===== src/pkg/pdc_pkg.sv =====
package pdc_pkg;

  // Array geometry: inputs, product terms and outputs per array.
  localparam int NUM_IN = 12;
  localparam int NUM_PT = 8;
  localparam int NUM_OUT = 4;

  // Each programmable digital cell holds this many arrays.
  localparam int NUM_ARRAYS = 2;

  // Width of the neighbouring datapath.
  localparam int DP_WIDTH = 8;

  // Flattened configuration widths.
  localparam int TERM_CFG_W = NUM_IN * NUM_PT;
  localparam int SUM_CFG_W = NUM_PT * NUM_OUT;

  // Values after reset, the all-ones compare value and the increment step.
  localparam logic [NUM_OUT-1:0] STATE_RST = 4'h0;
  localparam logic [DP_WIDTH-1:0] DATA_RST = 8'h00;
  localparam logic [DP_WIDTH-1:0] ONES_VAL = 8'hff;
  localparam logic [DP_WIDTH-1:0] STEP_VAL = 8'h01;

  // Datapath arithmetic unit functions, chosen every cycle.
  typedef enum logic [2:0] {
    ALU_PASS = 3'b000,
    ALU_INC  = 3'b001,
    ALU_DEC  = 3'b010,
    ALU_ADD  = 3'b011,
    ALU_SUB  = 3'b100,
    ALU_AND  = 3'b101,
    ALU_OR   = 3'b110,
    ALU_XOR  = 3'b111
  } alu_op_e;

endpackage


===== src/hw/programmable_digital_cell.sv =====
`timescale 1ns/1ps
module programmable_digital_cell
  import pdc_pkg::*;
(
  input  wire logic                  clk_sys,     // Cell clock, 20 MHz.
  input  wire logic                  sys_rst,     // Synchronous reset, active high.
  input  wire logic [NUM_IN-1:0]     route_in_a,  // Fabric inputs to array A.
  input  wire logic [TERM_CFG_W-1:0] term_use_a,  // Array A term input use.
  input  wire logic [TERM_CFG_W-1:0] term_inv_a,  // Array A term input polarity.
  input  wire logic [SUM_CFG_W-1:0]  sum_sel_a,   // Array A term selection per output.
  input  wire logic [NUM_OUT-1:0]    out_reg_a,   // Array A registered output choice.
  input  wire logic [NUM_IN-1:0]     route_in_b,  // Fabric inputs to array B.
  input  wire logic [TERM_CFG_W-1:0] term_use_b,  // Array B term input use.
  input  wire logic [TERM_CFG_W-1:0] term_inv_b,  // Array B term input polarity.
  input  wire logic [SUM_CFG_W-1:0]  sum_sel_b,   // Array B term selection per output.
  input  wire logic [NUM_OUT-1:0]    out_reg_b,   // Array B registered output choice.
  input  wire logic [DP_WIDTH-1:0]   data_in,     // Parallel data into the datapath.
  output logic      [NUM_OUT-1:0]    pld_out_a,   // Array A outputs to the fabric.
  output logic      [NUM_OUT-1:0]    pld_out_b,   // Array B outputs to the fabric.
  output logic      [DP_WIDTH-1:0]   acc_out,     // Accumulator value.
  output logic                       cmp_eq,      // Accumulator equals data register.
  output logic                       cmp_lt,      // Accumulator below data register.
  output logic                       zero_det,    // Accumulator is all zeros.
  output logic                       ones_det,    // Accumulator is all ones.
  output logic                       carry_out    // Carry or borrow of last update.
);

  // The two arrays are built from one module with separate settings.
  // Their outputs leave the cell directly because a combinational
  // setting must not gain a cycle of delay at the cell boundary.

  // Array A drives the datapath function and accumulator write.
  twelve_input_four_output_array u_array_a (
    .clk_sys   (clk_sys),
    .sys_rst   (sys_rst),
    .array_in  (route_in_a),
    .term_use  (term_use_a),
    .term_inv  (term_inv_a),
    .sum_sel   (sum_sel_a),
    .out_reg   (out_reg_a),
    .array_out (pld_out_a)
  );

  // Array B drives the data register load and the operand choice.
  twelve_input_four_output_array u_array_b (
    .clk_sys   (clk_sys),
    .sys_rst   (sys_rst),
    .array_in  (route_in_b),
    .term_use  (term_use_b),
    .term_inv  (term_inv_b),
    .sum_sel   (sum_sel_b),
    .out_reg   (out_reg_b),
    .array_out (pld_out_b)
  );

  // Datapath state.
  logic [DP_WIDTH-1:0] acc;        // Accumulator.
  logic [DP_WIDTH-1:0] dreg;       // Data register.
  logic                carry;      // Carry from the last accumulator write.

  // Datapath control decoded from the array outputs.
  alu_op_e             alu_op;     // Function for this cycle.
  wire                 acc_we;     // Accumulator takes the result.
  wire                 dreg_we;    // Data register takes data_in.
  wire                 use_din;    // Second operand is data_in, not dreg.
  wire [DP_WIDTH-1:0]  operand;    // Second operand of the unit.
  wire [DP_WIDTH:0]    sum_ext;    // Add with carry bit.
  wire [DP_WIDTH:0]    diff_ext;   // Subtract with borrow bit.
  wire [DP_WIDTH:0]    inc_ext;    // Increment with carry bit.
  wire [DP_WIDTH:0]    dec_ext;    // Decrement with borrow bit.
  logic [DP_WIDTH:0]   next_acc;   // Result with carry in the top bit.

  // The function can change every cycle, so the arrays act as sequencer.
  assign alu_op   = alu_op_e'(pld_out_a[2:0]);
  assign acc_we   = pld_out_a[3];
  assign dreg_we  = pld_out_b[0];
  assign use_din  = pld_out_b[1];
  assign operand  = use_din ? data_in : dreg;

  // Arithmetic carries are kept in a ninth bit.
  assign sum_ext  = {1'b0, acc} + {1'b0, operand};
  assign diff_ext = {1'b0, acc} - {1'b0, operand};
  assign inc_ext  = {1'b0, acc} + {1'b0, STEP_VAL};
  assign dec_ext  = {1'b0, acc} - {1'b0, STEP_VAL};

  // Function select for the arithmetic unit.
  always_comb
  begin
    next_acc = {1'b0, acc};
    unique case (alu_op)
      ALU_PASS: next_acc = {1'b0, operand};
      ALU_INC:  next_acc = inc_ext;
      ALU_DEC:  next_acc = dec_ext;
      ALU_ADD:  next_acc = sum_ext;
      ALU_SUB:  next_acc = diff_ext;
      ALU_AND:  next_acc = {1'b0, acc & operand};
      ALU_OR:   next_acc = {1'b0, acc | operand};
      ALU_XOR:  next_acc = {1'b0, acc ^ operand};
    endcase
  end

  // Accumulator and carry update only when array A asks for it.
  always_ff @(posedge clk_sys)
  begin
    if (sys_rst)
    begin
      acc   <= DATA_RST;
      carry <= 1'b0;
    end
    else if (acc_we)
    begin
      acc   <= next_acc[DP_WIDTH-1:0];
      carry <= next_acc[DP_WIDTH];
    end
  end

  // Data register loads the parallel input under array B.
  always_ff @(posedge clk_sys)
  begin
    if (sys_rst)
      dreg <= DATA_RST;
    else if (dreg_we)
      dreg <= data_in;
  end

  // Condition logic compares the accumulator with the data register, with all zeros and with all ones.
  wire cond_eq   = (acc == dreg);
  wire cond_lt   = (acc < dreg);
  wire cond_zero = (acc == DATA_RST);
  wire cond_ones = (acc == ONES_VAL);

  // Conditions are registered so every datapath output of the cell comes from a flop.
  // The trade-off is one cycle of lag behind the accumulator.
  always_ff @(posedge clk_sys)
  begin
    if (sys_rst)
    begin
      cmp_eq    <= 1'b0;
      cmp_lt    <= 1'b0;
      zero_det  <= 1'b0;
      ones_det  <= 1'b0;
      carry_out <= 1'b0;
      acc_out   <= DATA_RST;
    end
    else
    begin
      cmp_eq    <= cond_eq;
      cmp_lt    <= cond_lt;
      zero_det  <= cond_zero;
      ones_det  <= cond_ones;
      carry_out <= carry;
      acc_out   <= acc;
    end
  end
endmodule


===== src/hw/twelve_input_four_output_array.sv =====
`timescale 1ns/1ps
module twelve_input_four_output_array
  import pdc_pkg::*;
(
  input  wire logic                  clk_sys,   // Cell clock.
  input  wire logic                  sys_rst,   // Synchronous reset, active high.
  input  wire logic [NUM_IN-1:0]     array_in,  // Inputs from the routing fabric.
  input  wire logic [TERM_CFG_W-1:0] term_use,  // Input used by a term, 12 bits per term.
  input  wire logic [TERM_CFG_W-1:0] term_inv,  // Input complemented in a term.
  input  wire logic [SUM_CFG_W-1:0]  sum_sel,   // Terms summed, 8 bits per output.
  input  wire logic [NUM_OUT-1:0]    out_reg,   // Output taken from the state register.
  output logic      [NUM_OUT-1:0]    array_out  // Sum-of-products outputs.
);

  logic [NUM_PT-1:0]  term;   // Product term results.
  logic [NUM_OUT-1:0] sum;    // Sum results before the output choice.
  logic [NUM_OUT-1:0] state;  // Registered state bits.

  // Every term sees all twelve inputs, so input positions are interchangeable.
  // An unused input forces its lane to one and drops out of the AND.
  // A term with no input selected reads as constant one, which holds high any output that selects it.
  genvar p;
  generate
    for (p = 0; p < NUM_PT; p++)
    begin : g_term
      wire [NUM_IN-1:0] lit = array_in ^ term_inv[p*NUM_IN +: NUM_IN];
      assign term[p] = &(~term_use[p*NUM_IN +: NUM_IN] | lit);
    end
  endgenerate

  // Each output has an OR of full width eight over all terms.
  genvar o;
  generate
    for (o = 0; o < NUM_OUT; o++)
    begin : g_sum
      assign sum[o] = |(term & sum_sel[o*NUM_PT +: NUM_PT]);
      assign array_out[o] = out_reg[o] ? state[o] : sum[o];
    end
  endgenerate

  // State bits capture every sum each edge and clear under reset.
  always_ff @(posedge clk_sys)
  begin
    if (sys_rst)
      state <= STATE_RST;
    else
      state <= sum;
  end
endmodule


===== config.mk =====
export PLATFORM = sky130hd
export DESIGN_NAME = programmable_digital_cell
export DESIGN_NICKNAME = d
export VERILOG_FILES = /design/src/pkg/pdc_pkg.sv /design/src/hw/programmable_digital_cell.sv /design/src/hw/twelve_input_four_output_array.sv
export SDC_FILE = /design/constraint.sdc
export NUM_CORES = 1
export LEC_CHECK = 0
export ABC_AREA = 1
export BUFFER_PORTS_ARGS = -buffer_cell sky130_fd_sc_hd__buf_2
export CAP_MARGIN = 20
export CELL_PAD_IN_SITES_DETAIL_PLACEMENT = 1
export CELL_PAD_IN_SITES_GLOBAL_PLACEMENT = 1
export CORE_AREA = 2 2 198 200
export DETAILED_ROUTE_END_ITERATION = 7
export DIE_AREA = 0 0 200 202
export GPL_TIMING_DRIVEN = 0
export PLACE_DENSITY = 0.64
export SLEW_MARGIN = 20
export SYNTH_ARGS = -nofsm -noshare
export SYNTH_HDL_FRONTEND = slang
export SYNTH_SLANG_ARGS = --single-unit
export TNS_END_PERCENT = 50

===== constraint.sdc =====
create_clock -name clk_sys -period 4.4 [get_ports clk_sys]
set_input_delay 0.66 -clock clk_sys [delete_from_list [all_inputs] [get_ports clk_sys]]
set_output_delay 0.66 -clock clk_sys [all_outputs]
set_load 0.01 [all_outputs]

== After elaboration in Yosys (flattened, before gate mapping) ==
Cells that the tools add are included.
Word-level totals
  register bits after elaboration: 38
  input port bits: 490
  output and inout port bits: 21
  logic and storage cells: 120
Operators by class
  add/sub/neg operators: 4
  magnitude comparators: 1
  eq/ne operators: 9
  multiplexer cells: 10
  bitwise operators: 59
  reduce and logical (&&, ||, !) cells: 26
Operators by type and width (count)
  12-bit NOT: 16
  12-bit bitwise OR: 16
  12-bit AND reduction: 16
  12-bit bitwise XOR: 16
  8-bit bitwise AND: 9
  9-bit case mux with 8 select lines: 1
  8-bit OR reduction: 8
  3-bit equality test, second input constant: 4
  8-bit by 1-bit adder with 9-bit output, second input constant: 1
  8-bit by 8-bit adder with 9-bit output: 1
  8-bit by 1-bit subtractor with 9-bit output, second input constant: 1
  8-bit by 8-bit subtractor with 9-bit output: 1
  8-bit equality test: 1
  8-bit equality test, second input constant: 1
  8-bit logical NOT: 1
  8-bit less-than comparator: 1
  1-bit 2-to-1 mux: 8
  8-bit 2-to-1 mux: 1
  8-bit bitwise OR: 1
  8-bit bitwise XOR: 1
  3-bit by 2-bit equality test with 1-bit output, second input constant: 2
  3-bit by 1-bit equality test with 1-bit output, second input constant: 1
  3-bit logical NOT: 1

== Logic depth before layout (Yosys ltp) ==
Gate-level depths: netlist of run 1.
  depth in word-level cells: 9
  gate-level depth with buffers: 33
  mapped depth without buffers: 31

== By module ==
A second synthesis of run 1 with hierarchy kept.
Second synthesis, totals
  cells, all modules: 1402
  area total of the unflattened synthesis: 7367.1 um^2
Modules (own cells, without submodules)
  twelve_input_four_output_array: instances 2, cells each 522, area each 2478.6 um^2
  programmable_digital_cell: instances 1, cells each 358, area each 2409.8 um^2

== Worst setup path after synthesis of run 1 ==
OpenSTA, ideal clock, no wires.
  kind: input-to-reg
  from: in route_in_b[1]
  to: reg carry
  data arrival time: 3983 ps
  data required time: 4287 ps
  setup slack: 304 ps
  stages: 31
  path buffers: 1
  cell sequence: buf_4 > inv_4 > or2_1 > nand3_1 > nand2_1 > nor2_1 > nand4_1 > nand2_2 > nor2_4 > nand2_4 > nand2_8 > nand2_8 > nand2_1 > o21ai_4 > inv_2 > ha_1 > nand2_1 > inv_1 > nor3_2 > inv_2 > fa_1 > o21ai_0 > a21oi_1 > o21ai_0 > a21oi_1 > nor2_1 > nor2_1 > inv_1 > nand3_1 > nand3_1 > nand2_1
On the way
  longest elaborated chain between the ends: 9
  elaborated cells on any way between the ends: 31
RTL lines
  start, declared: RTL line programmable_digital_cell.sv:12  | input wire logic [NUM_IN-1:0] route_in_b,
  12-bit bitwise XOR: RTL line twelve_input_four_output_array.sv:26  | wire [NUM_IN-1:0] lit = array_in ^ term_inv[p*NUM_IN +: NUM_IN];
  12-bit bitwise OR: RTL line twelve_input_four_output_array.sv:27  | assign term[p] = &(~term_use[p*NUM_IN +: NUM_IN] | lit);
  12-bit AND reduction: RTL line twelve_input_four_output_array.sv:27
  8-bit bitwise AND *: RTL line twelve_input_four_output_array.sv:36  | assign sum[o] = |(term & sum_sel[o*NUM_PT +: NUM_PT]);
  8-bit OR reduction *: RTL line twelve_input_four_output_array.sv:36
  1-bit 2-to-1 mux *: RTL line twelve_input_four_output_array.sv:37  | assign array_out[o] = out_reg[o] ? state[o] : sum[o];
  via pld_out_b[1]: RTL line programmable_digital_cell.sv:19  | output logic [NUM_OUT-1:0] pld_out_b,
  8-bit 2-to-1 mux *: RTL line programmable_digital_cell.sv:78  | assign operand = use_din ? data_in : dreg;
  8-bit by 8-bit subtractor with 9-bit output or 8-bit by 8-bit adder with 9-bit output (tied branches): RTL line programmable_digital_cell.sv:82, programmable_digital_cell.sv:81
  9-bit case mux with 8 select lines *: RTL line programmable_digital_cell.sv:90  | unique case (alu_op)
  end signal, assigned: RTL line programmable_digital_cell.sv:113  | carry <= next_acc[DP_WIDTH];
  end, declared: RTL line programmable_digital_cell.sv:59  | logic carry;
The timed path passes the listed nets; every way through them passes the cells marked *.
A chain may end at the register's enable or synchronous reset.

== Final worst setup path of run 1 ==
  from: in route_in_a[4]
  to: reg acc[7]
On the way
  longest elaborated chain between the ends: 8
  elaborated cells on any way between the ends: 45
RTL lines
  start, declared: RTL line programmable_digital_cell.sv:7  | input wire logic [NUM_IN-1:0] route_in_a,
  12-bit bitwise XOR: RTL line twelve_input_four_output_array.sv:26
  12-bit bitwise OR: RTL line twelve_input_four_output_array.sv:27
  12-bit AND reduction: RTL line twelve_input_four_output_array.sv:27
  8-bit bitwise AND: RTL line twelve_input_four_output_array.sv:36
  8-bit OR reduction: RTL line twelve_input_four_output_array.sv:36
  1-bit 2-to-1 mux: RTL line twelve_input_four_output_array.sv:37
  3-bit equality test (tied with other cells): RTL line programmable_digital_cell.sv:90
  9-bit case mux with 8 select lines: RTL line programmable_digital_cell.sv:90
  end signal, assigned: RTL line programmable_digital_cell.sv:112  | acc <= next_acc[DP_WIDTH-1:0];
  end, declared: RTL line programmable_digital_cell.sv:57  | logic [DP_WIDTH-1:0] acc;
Several ways; a longest one is shown, not always the timed one.

==> impl_metrics.py, run 1 <==
metrics = {
    "critical_path": {
        "r2r_end": "acc[7]$_SDFFE_PP0P_",
        "slowest_stage": "ha_1",
        "arrival_ns": 4.32,
        "critical_path_class": "primary input to register",
        "cp_top_family": "simple AND/OR/NAND/NOR gates",
        "critPathBufInv": 3,
        "start_kind": "primary input",
        "critPathMaxStageDelay_ns": 0.37,
        "r2r_slack_ns": 1.28,
        "crit_fanout": 10,
        "r2r_cells": 22,
        "crit_top_cell": "nand2_1",
        "end_kind": "register",
        "required_ns": 4.58,
        "r2r_start": "u_array_b.state[1]$_SDFF_PP0_",
    },
    "pwr": {
        "powerDensity_nw_per_um2": 168.8,
        "internal_power_mw": 1.040,
        "pwr-share-clk": 0.210,
        "power_switching_mw": 0.8099,
        "ir_drop_uv": 154.8,
        "power.share.sequential": 0.205,
        "p_sw_frac": 0.4377,
        "p_leak_nw": 6.640,
        "power_frac_comb": 0.586,
    },
    "timing": {
        "fmax_ghz": 0.2419,
        "hold_viol": 0,
        "timing.final.crit_share": 0.9394,
        "hold_ws_ns": 0.4434,
        "slew_headroom": 0.4189,
        "fin_tns_setup_ns": 0,
        "setup_viol": 0,
        "fin_crit_ns": 4.133,
        "slew_viol_final": 0,
        "final.setup_skew_ns": 0.006607,
        "worst_slew_pin_slew_ns": 0.8716,
        "rsz0062_at_grt": "yes",
    },
    "global_routing": {
        "grt_usage": 0.2112,
        "grt_pass1_vias": 11333,
        "grt_max_degree": 13,
        "grt_pass1_wl_um": 64280,
        "grt-ovfl-total": 0,
        "antenna_found_initial": 28,
    },
    "clocking": {
        "cts-root-buf": "clkbuf_16",
        "htree_levels": 2,
        "clk-insertion-delay-late_ns": 0.29,
        "clk_pin_slew_ns": 0.06,
        "clock-sinks": 38,
        "cts_buffers": 5,
        "cts_hold_buf": 0,
        "tritoncts": "yes",
        "max-clock-path-buffers": 2,
    },
    "logic_synthesis": {
        "synth-edff-count": 0,
        "yosysTopAreaCell": "nand2_1",
        "yosysWarnings": 0,
        "ys_top_cells_by_count": "nand2_1 (554), inv_1 (228), nand3_1 (211), nor2_1 (103), dfxtp_1 (38)",
        "syn_inst": 1436,
        "synth_area_sq_um": 7323,
        "synth.top_cell.area_share": 0.2840,
        "avgSynthCellArea_sq_um": 5.100,
        "ys_seq_elements": 38,
        "netlist_top_cells_area": "nand2_1 (28%), nand3_1 (14%), inv_1 (12%)",
        "async_flop_share": 0,
        "yosysMostFrequentCell": "nand2_1",
        "ys_types": 49,
        "synth.net_count": 1960,
        "synth_flop_cell": "dfxtp_1",
        "seq_area_frac_synth": 0.1039,
    },
    "placement": {
        "place.gp.congestion": 0.9200,
        "placement.io_buffers": 489,
        "hpwl_um": 39490,
        "placed_area_sq_um": 10420,
    },
    "route": {
        "drt_iter0_markers": 379,
        "met1Wirelength_um": 17760,
        "wl_met3_um": 2720,
        "final_antenna_net_count": 0,
        "wl_um": 44330,
        "dr.pass1.iters": 5,
        "wire_per_inst_um": 17.84,
        "top_layer": "met5",
        "vias": 10985,
        "wl_met2_um": 22510,
        "vias_per_cell": 4.421,
        "route.detailed.drc": 0,
    },
    "die": {
        "start_util": 0.1913,
        "dieArea_sq_um": 40400,
        "fp.dieW_um": 200,
        "core_region_area_sq_um": 38290,
        "rows": 72,
        "io_pins": 511,
        "die_h_um": 202,
    },
    "final_layout": {
        "finalNetCount": 2470,
        "stdcell_area_sq_um": 10960,
        "fillCellCount": 5317,
        "regArea_sq_um": 760.7,
        "syn_to_final_growth_pct": 49.63,
        "multi_input_area_sq_um": 5534,
        "drive_gt1_frac": 0.3400,
    },
    "min_path": {
        "hold_depth": 2,
        "min_to": "carry_out$_SDFF_PP0_",
        "hp-class": "register to register",
        "hp-start": "carry$_SDFFE_PP0P_",
    },
    "job": {
        "max-cap-violations": 0,
    },
    "outcome": {
        "status": "finished clean",
    },
}
## placed cells by master (no fill, tap or decap), types with 5 or more instances in the layout
cell / count
nand2_1: 548
buf_2: 492
inv_1: 228
nand3_1: 208
nor2_1: 76
dfxtp_1: 38
o21ai_1: 33
a21oi_1: 32
ha_1: 32
buf_4: 29
nor2_2: 24
diode_2: 20
o21ai_0: 20
nand4_1: 18
inv_2: 16
inv_4: 13
nand2_2: 11
xnor2_1: 11
nor2_4: 10
nand2_4: 9
or2_2: 8
buf_6: 6
a22oi_1: 6
or2_1: 5
o21ai_2: 5
clkbuf_16: 5
## power groups by stage
stage / combinational (mW) / clock [mW] / sequential, mW
finish: 1.08 / 0.388 / 0.379
global route: 1.21 / 0.410 / 0.381
CTS: 1.04 / 0.400 / 0.379
detailed placement: 1.03 / 0 / 0.386
global placement: 0.996 / 0 / 0.386
floorplan: 0.564 / 0 / 0.387
## worst max-delay path by stage
| stage | start | endpoint | cells past startpoint |
|---|---|---|---|
| 2_1_floorplan | route_in_b[1] | carry$_SDFFE_PP0P_ | 31 |
| 3_3_place_gp | route_in_b[2] | carry$_SDFFE_PP0P_ | 32 |
| 3_5_place_dp | route_in_b[6] | carry$_SDFFE_PP0P_ | 31 |
| 4_1_cts | route_in_a[3] | acc[7]$_SDFFE_PP0P_ | 33 |
| 5_1_grt | route_in_b[11] | acc[7]$_SDFFE_PP0P_ | 33 |
| 6_report | route_in_a[4] | acc[7]$_SDFFE_PP0P_ | 31 |
## sequential cells by signal (all words and copies together), names as in the netlist
register / count
carry: 1
ones_det: 1
u_array_b.state: 4
cmp_eq: 1
carry_out: 1
zero_det: 1
cmp_lt: 1
acc_out: 8
dreg: 8
u_array_a.state: 4
acc: 8
## timing repair
| item | CTS | global route |
|---|---|---|
| setup endpoints to repair | 4 | 5 |
| setup buffers | 1 | 13 |
| pin swaps | 1 | 17 |
| gates resized for setup | 18 | 63 |
| hold endpoints to repair | 0 | 0 |
## cell type report
| type | instances | share of cell area |
|---|---|---|
| sequential | 38 | 0.06942 |
| inverter | 261 | 0.09420 |
| multi-input combinational | 1107 | 0.5050 |
| clock buffer | 6 | 0.01267 |
| tap | 518 | 0.05915 |
| timing repair buffer | 503 | 0.2335 |
| clock inverter | 2 | 0.001142 |
| buffer | 30 | 0.02032 |
| antenna | 20 | 0.004567 |
## tightest hold or removal path, stage by stage, from the launching register on
cell     delay (ns)
dfxtp_1        0.30
inv_1          0.04
nor2_1         0.05
## metrics by stage
stage	power [mW]	setup slack, ns	cells	util
floorplan	0.9509	0.3041	1436	-
CTS	1.821	-0.03414	2452	0.2774
detailed placement	1.414	-0.6952	2443	0.2721
finish	1.850	0.2667	2485	0.2862
global placement	1.383	-0.6552	2443	0.2721
global route	2.007	-0.09085	2484	0.2861
## routing by layer
| metal | track usage | vias up |
|---|---|---|
| li1 | - | 5527 |
| met5 | 0 | - |
| met3 | 0.04772 | 71 |
| met2 | 0.3909 | 328 |
| met4 | 0.08069 | 16 |
| met1 | 0.2309 | 5043 |
## logic make-up (layout without fill, tap and decap cells)
group / count (synthesis) / after routing / share of synthesized area
AOI/OAI and AO/OA: 117 / 117 / 0.09226
xor gates and xnor gates: 12 / 12 / 0.01435
adders and majority gates: 34 / 34 / 0.05912
buffers and inverters: 291 / 802 / 0.1674
DFF: 38 / 38 / 0.1039
muxes: 1 / 1 / 0.001538
other: 0 / 20 / 0
and+or+nand+nor: 943 / 943 / 0.5614
Power figures use the tool's default switching activity.
==> run 2, diff against run 1 <==
--- a/config.mk
+++ b/config.mk
@@ -6,7 +6,7 @@
 export NUM_CORES = 1
 export LEC_CHECK = 0
 export ABC_AREA = 1
-export BUFFER_PORTS_ARGS = -buffer_cell sky130_fd_sc_hd__buf_2
+export BUFFER_PORTS_ARGS = -buffer_cell sky130_fd_sc_hd__buf_4
 export CAP_MARGIN = 20
 export CELL_PAD_IN_SITES_DETAIL_PLACEMENT = 1
 export CELL_PAD_IN_SITES_GLOBAL_PLACEMENT = 1
==> impl_metrics.py, run 2 (synthesis gave the netlist of run 1 again) <==
metrics = {
    "outcome": {
        "status": "finished clean",
    },
    "clocking": {
        "tritoncts": "yes",
        "cts_buffers": 5,
        "max-clock-path-buffers": 2,
        "cts-root-buf": "clkbuf_16",
        "clk_pin_slew_ns": 0.07,
        "clock-sinks": 38,
        "clk-insertion-delay-late_ns": 0.29,
        "htree_levels": 2,
        "cts_hold_buf": 0,
    },
    "final_layout": {
        "layout_commonest_cell": "nand2_1",
        "stdcell_area_sq_um": 12190,
        "fillCellCount": 5147,
        "finalNetCount": 2469,
        "fin_cells": 2474,
        "syn_to_final_growth_pct": 66.41,
        "top_regs": "acc x8, acc_out x8, dreg x8",
        "layout_common_cells": "nand2_1 (551), buf_4 (519), inv_1 (228)",
        "drive_gt1_frac": 0.3345,
    },
    "die": {
        "io_pins": 511,
        "rows": 72,
        "fp.dieW_um": 200,
        "start_util": 0.1913,
        "dieArea_sq_um": 40400,
        "die_h_um": 202,
        "core_region_area_sq_um": 38290,
    },
    "global_routing": {
        "grt_pass1_vias": 11583,
        "grt_max_degree": 14,
        "grt_pass1_wl_um": 66410,
        "antenna_found_initial": 12,
        "grt-ovfl-total": 0,
        "grt_usage": 0.2198,
    },
    "timing": {
        "setup_viol": 0,
        "slew_viol_final": 0,
        "hold_viol": 0,
        "rsz0062_at_grt": "yes",
        "slew_headroom": 0.4118,
        "timing.final.crit_share": 0.9485,
        "worst_slew_pin_slew_ns": 0.8823,
        "fmax_ghz": 0.2396,
        "final.setup_skew_ns": 0.01021,
        "fin_crit_ns": 4.173,
    },
    "critical_path": {
        "crit_fanout": 9,
        "crit_top_cell": "nand2_1",
        "r2r_cells": 21,
        "end_kind": "register",
        "slowest_stage": "ha_1",
        "critical_path_cell_count": 33,
        "critical_path_class": "primary input to register",
        "required_ns": 4.59,
        "cp_top_family": "simple AND/OR/NAND/NOR gates",
        "critPathMaxStageDelay_ns": 0.34,
        "critPathBufInv": 3,
        "arrival_ns": 4.36,
        "start_kind": "primary input",
    },
    "pwr": {
        "ir_drop_uv": 124.0,
        "p_leak_nw": 7.062,
        "powerDensity_nw_per_um2": 170.1,
        "total_power_mw": 2.073,
    },
    "route": {
        "route.detailed.drc": 0,
        "drt_iter0_markers": 332,
        "wl_um": 46130,
        "vias_per_cell": 4.435,
        "final_antenna_net_count": 0,
        "vias": 10971,
        "dr.pass1.iters": 4,
        "wire_per_inst_um": 18.64,
    },
    "min_path": {
        "hold_depth": 2,
        "hp-class": "register to register",
    },
    "placement": {
        "hpwl_um": 41060,
        "place.gp.congestion": 0.9446,
        "placed_area_sq_um": 11640,
        "dp_cells": 2443,
        "placement.io_buffers": 489,
    },
    "job": {
        "max-cap-violations": 0,
    },
}
-- run 2: cell count changes in the layout (fill, tap and decap cells not counted), moves of 5 or more --
cell and change:
buf_2 -490, buf_4 +490, diode_2 -10, inv_4 +5
nor2_1 +10, nor2_2 -10
-- run 2: worst reg2reg max path: stages (launching register included) --
cell and delay, ns:
dfxtp_1 0.33, nand2_1 0.24, nand2_8 0.21, nand2_1 0.11, o21ai_4 0.13, ha_4 0.22
o21ai_2 0.07, a21oi_1 0.15, nor2_1 0.08, ha_1 0.34, nand2_1 0.08, o21ai_2 0.19
a21oi_2 0.08, o21bai_1 0.18, nand2_1 0.09, nand2_1 0.08, a21oi_2 0.06, xor2_1 0.14
nand2_1 0.07, nand3_1 0.08, o21ai_1 0.13, nand2_1 0.07
-- run 2: stage by stage --
stage	util	hold WS [ns]	TNS, ns	setup WS [ns]
after CTS	0.3108	0.4332	0	0.005844
after global routing	0.3182	0.4529	-0.1534	-0.08779
after detailed placement	0.3041	0.4205	-3.191	-0.8090
after global placement	0.3041	0.4122	-2.716	-0.7126
after floorplan	-	0.3997	0	0.3041
final	0.3183	0.4261	0	0.2267
-- run 2: worst paths after layout --
| kind | from | to | slack, ns |
|---|---|---|---|
| setup / recovery | route_in_a[3] | acc[7]$_SDFFE_PP0P_ | 0.23 |
| hold / removal | carry$_SDFFE_PP0P_ | carry_out$_SDFF_PP0_ | 0.43 |
| setup reg to reg | u_array_b.state[1]$_SDFF_PP0_ | acc[7]$_SDFFE_PP0P_ | 1.19 |
| hold reg to reg | carry$_SDFFE_PP0P_ | carry_out$_SDFF_PP0_ | 0.43 |
-- run 2: report_power, final --
group | total [mW] | internal (mW) | switching [mW]
clock network | 0.493 | 0.326 | 0.167
registers | 0.379 | 0.366 | 0.0125
logic | 1.20 | 0.566 | 0.634
total | 2.07 | 1.26 | 0.814
-- run 2: layout make-up --
type | count | area [sq um] | area share
Multi-Input combinational cell | 1107 | 5529 | 0.4537
Clock buffer | 5 | 125.1 | 0.01027
Antenna cell | 10 | 25.02 | 0.002053
Timing Repair Buffer | 502 | 3772 | 0.3095
Tap cell | 518 | 648.1 | 0.05318
Inverter | 261 | 1030 | 0.08450
Sequential cell | 38 | 760.7 | 0.06242
Clock inverter | 3 | 68.82 | 0.005647
Buffer | 30 | 227.7 | 0.01869
-- run 2: metal layers --
metal  up-vias  track usage  share of wire
met4         6      0.06799          0.024
li1       5510            -              -
met1      5061       0.2272           0.37
met5         -            0        0.00078
met2       336       0.4183           0.53
met3        58      0.06591          0.080
-- run 2: timing repair --
action / 4_1_cts / 5_1_grt
pin swaps: 2 / 20
cloned: 0 / 1
buffers inserted: 1 / 11
gates resized for setup: 23 / 48
setup endpoints to repair: 4 / 5
endpoints found under the hold margin: 0 / 0
==> run 3, diff against run 2 <==
--- a/config.mk
+++ b/config.mk
@@ -10,13 +10,14 @@
 export CAP_MARGIN = 20
 export CELL_PAD_IN_SITES_DETAIL_PLACEMENT = 1
 export CELL_PAD_IN_SITES_GLOBAL_PLACEMENT = 1
-export CORE_AREA = 2 2 198 200
+export CORE_AREA = 2 2 199 201
 export DETAILED_ROUTE_END_ITERATION = 7
-export DIE_AREA = 0 0 200 202
+export DIE_AREA = 0 0 201 203
 export GPL_TIMING_DRIVEN = 0
-export PLACE_DENSITY = 0.64
+export PLACE_DENSITY = 0.63
 export SLEW_MARGIN = 20
 export SYNTH_ARGS = -nofsm -noshare
 export SYNTH_HDL_FRONTEND = slang
+export SYNTH_HIERARCHICAL = 1
 export SYNTH_SLANG_ARGS = --single-unit
 export TNS_END_PERCENT = 50
==> constraint.sdc (replaced) <==
create_clock -name clk_sys -period 4.4 [get_ports clk_sys]
set_input_delay 0.66 -clock clk_sys [delete_from_list [all_inputs] [get_ports clk_sys]]
set_output_delay 0.66 -clock clk_sys [all_outputs]
set_load 0.005 [all_outputs]
==> impl_metrics.py, run 3 <==
metrics = {
    "critical_path": {
        "required_ns": 4.59,
        "slowest_stage": "or2_2",
        "critPathLaunch": "route_in_b[8]",
        "critPathMaxStageDelay_ns": 0.29,
        "critical_path_class": "primary input to register",
        "arrival_ns": 4.23,
        "crit_fanout": 10,
        "r2r_start": "u_array_b/state[1]$_SDFF_PP0_",
        "end_kind": "register",
        "start_kind": "primary input",
        "crit_top_cell": "nand2_1",
    },
    "logic_synthesis": {
        "synth_simple_gate_area_frac": 0.5800,
        "synth-edff-count": 0,
        "synth.top_cell.area_share": 0.2746,
        "ys_top_cells_by_count": "nand2_1 (539), inv_1 (185), nand3_1 (155), nor2_1 (75), nand4_1 (69)",
        "avgSynthCellArea_sq_um": 5.255,
        "ys_types": 39,
        "synth.net_count": 1926,
        "ys_seq_elements": 38,
        "yosysWarnings": 6,
        "async_flop_share": 0,
        "synth-adder-area-share": 0.05876,
        "synth_compound_area_frac": 0.08899,
        "synth_xor_area_frac": 0.02497,
        "synth_area_sq_um": 7367,
        "syn_inst": 1402,
        "yosysMostFrequentCell": "nand2_1",
        "netlist_top_cells_area": "nand2_1 (27%), nand3_1 (11%), dfxtp_1 (10%)",
        "yosysTopAreaCell": "nand2_1",
        "synth_flop_cell": "dfxtp_1",
        "seq_area_frac_synth": 0.1033,
        "synth.area.mux_share": 0,
        "synth_top_family_by_area": "simple AND/OR/NAND/NOR gates",
    },
    "final_layout": {
        "fin_cells": 2442,
        "stdcell_area_sq_um": 12160,
        "top_regs": "acc x8, acc_out x8, dreg x8",
        "drive_gt1_frac": 0.3691,
        "finalNetCount": 2441,
        "syn_to_final_growth_pct": 65.10,
        "fin_util": 0.3162,
        "layout_commonest_cell": "nand2_1",
        "layout_common_cells": "nand2_1 (535), buf_4 (516), inv_1 (183)",
    },
    "pwr": {
        "total_power_mw": 1.995,
        "ir_drop_uv": 116.5,
        "power.share.sequential": 0.191,
        "p_sw_frac": 0.3984,
        "pwr-share-clk": 0.209,
        "power_switching_mw": 0.7949,
        "powerDensity_nw_per_um2": 164.1,
        "internal_power_mw": 1.201,
        "p_leak_nw": 6.850,
        "power_frac_comb": 0.600,
    },
    "route": {
        "vias_per_cell": 4.465,
        "vias": 10904,
        "wl_um": 46070,
        "wire_per_inst_um": 18.87,
        "final_antenna_net_count": 0,
        "dr.pass1.iters": 4,
        "drt_iter0_markers": 396,
        "route.detailed.drc": 0,
    },
    "clocking": {
        "tritoncts": "yes",
        "clk_pin_slew_ns": 0.06,
        "cts_buffers": 5,
        "max-clock-path-buffers": 2,
        "htree_levels": 2,
        "cts_hold_buf": 0,
        "clock-sinks": 38,
        "clk-insertion-delay-late_ns": 0.29,
        "cts-root-buf": "clkbuf_16",
    },
    "die": {
        "die_h_um": 203,
        "fp.dieW_um": 201,
        "dieArea_sq_um": 40800,
        "start_util": 0.1915,
        "core_region_area_sq_um": 38470,
        "io_pins": 511,
        "rows": 72,
    },
    "timing": {
        "rsz0062_at_grt": "yes",
        "final.setup_skew_ns": 0.005734,
        "fmax_ghz": 0.2476,
        "worst_slew_pin_slew_ns": 0.4933,
        "fin_ws_ns": 0.3615,
        "hold_viol": 0,
        "timing.final.crit_share": 0.9179,
        "setup_viol": 0,
        "fin_crit_ns": 4.039,
        "slew_viol_final": 0,
        "slew_headroom": 0.6711,
    },
    "global_routing": {
        "grt-ovfl-total": 0,
        "grt_pass1_wl_um": 68320,
        "grt_pass1_vias": 11474,
        "grt_max_degree": 14,
        "antenna_found_initial": 6,
        "grt_usage": 0.2199,
    },
    "placement": {
        "dp_cells": 2416,
        "hpwl_um": 41550,
        "place.gp.congestion": 0.9478,
        "place_ws_ns": -0.7057,
        "placed_area_sq_um": 11740,
        "placement.io_buffers": 496,
    },
    "job": {
        "max-cap-violations": 0,
    },
    "min_path": {
        "hp-class": "register to register",
        "hp-start": "carry$_SDFFE_PP0P_",
    },
    "outcome": {
        "status": "finished clean",
    },
}
## run 3: cell types whose count changed in the layout (fill, tap and decap cells not counted), moves of 8 or more
cell,before,now
nand2_2,9,29
nand2_1,551,535
buf_6,5,13
inv_1,228,183
nor2_2,14,61
nor2_1,86,64
nand3_1,209,153
inv_2,14,26
xnor2_1,11,20
o21ai_2,8,17
inv_4,18,5
nand4_1,18,69
## run 3: per-layer routing
| layer | up-vias | global-route usage | share of wire |
|---|---|---|---|
| met4 | 0 | 0.06905 | 0.025 |
| met3 | 55 | 0.06404 | 0.078 |
| met2 | 377 | 0.4156 | 0.52 |
| li1 | 5488 | - | - |
| met1 | 4984 | 0.2338 | 0.38 |
| met5 | - | 0 | 0 |
## run 3: logic make-up (layout without fill, tap and decap cells)
kind of cell	count (synthesis)	count (layout)
simple gates	952	952
buf+inv	244	760
compound gates	113	113
flops	38	38
fa+ha+maj	34	34
xor+xnor	21	21
other cells	0	6
## run 3: power by group through the flow
stage,clock (mW),combinational [mW],sequential [mW]
final,0.418,1.20,0.381
after CTS,0.436,1.17,0.381
after global placement,0,1.12,0.387
after detailed placement,0,1.15,0.388
after floorplan,0,0.554,0.385
after global routing,0.451,1.33,0.383
## run 3: final timing paths
check	endpoint	slack (ns)	cells after the start
setup / recovery	carry$_SDFFE_PP0P_	0.36	31
hold / removal	carry_out$_SDFF_PP0_	0.42	2
setup reg to reg	carry$_SDFFE_PP0P_	1.60	20
hold reg to reg	carry_out$_SDFF_PP0_	0.42	2
## run 3: final cells by class
type                            count  area [sq um]
Sequential cell                    38         760.7
Fill cell                        5192         26300
Multi-Input combinational cell   1120          5694
Buffer                             27         234.0
Tap cell                          518         648.1
Clock buffer                        7         132.6
Clock inverter                      1         30.03
Inverter                          217         834.6
Antenna cell                        6         15.01
Timing Repair Buffer              508          3814
## run 3: critical path: cells and delay by family
| kind | cells | cell delay, ns |
|---|---|---|
| AND/OR/NAND/NOR | 21 | 2.32 |
| buffers and inverters | 5 | 0.49 |
| adder cells (fa/ha/maj) | 2 | 0.45 |
| AO/OA/AOI/OAI | 3 | 0.31 |
## run 3: stage by stage
stage	hold slack [ns]	TNS, ns
6_report	0.4191	0
2_1_floorplan	0.3999	0
5_1_grt	0.4407	-0.01905
4_1_cts	0.4267	0
3_5_place_dp	0.4179	-2.697
3_3_place_gp	0.4070	-2.229
## run 3: repair_timing
action                                 4_1_cts  5_1_grt
buffers inserted                             0       12
cloned                                       0        0
pin swaps                                    0       11
setup endpoints to repair                    4        5
resized for setup                           14       30
endpoints found under the hold margin        0        0
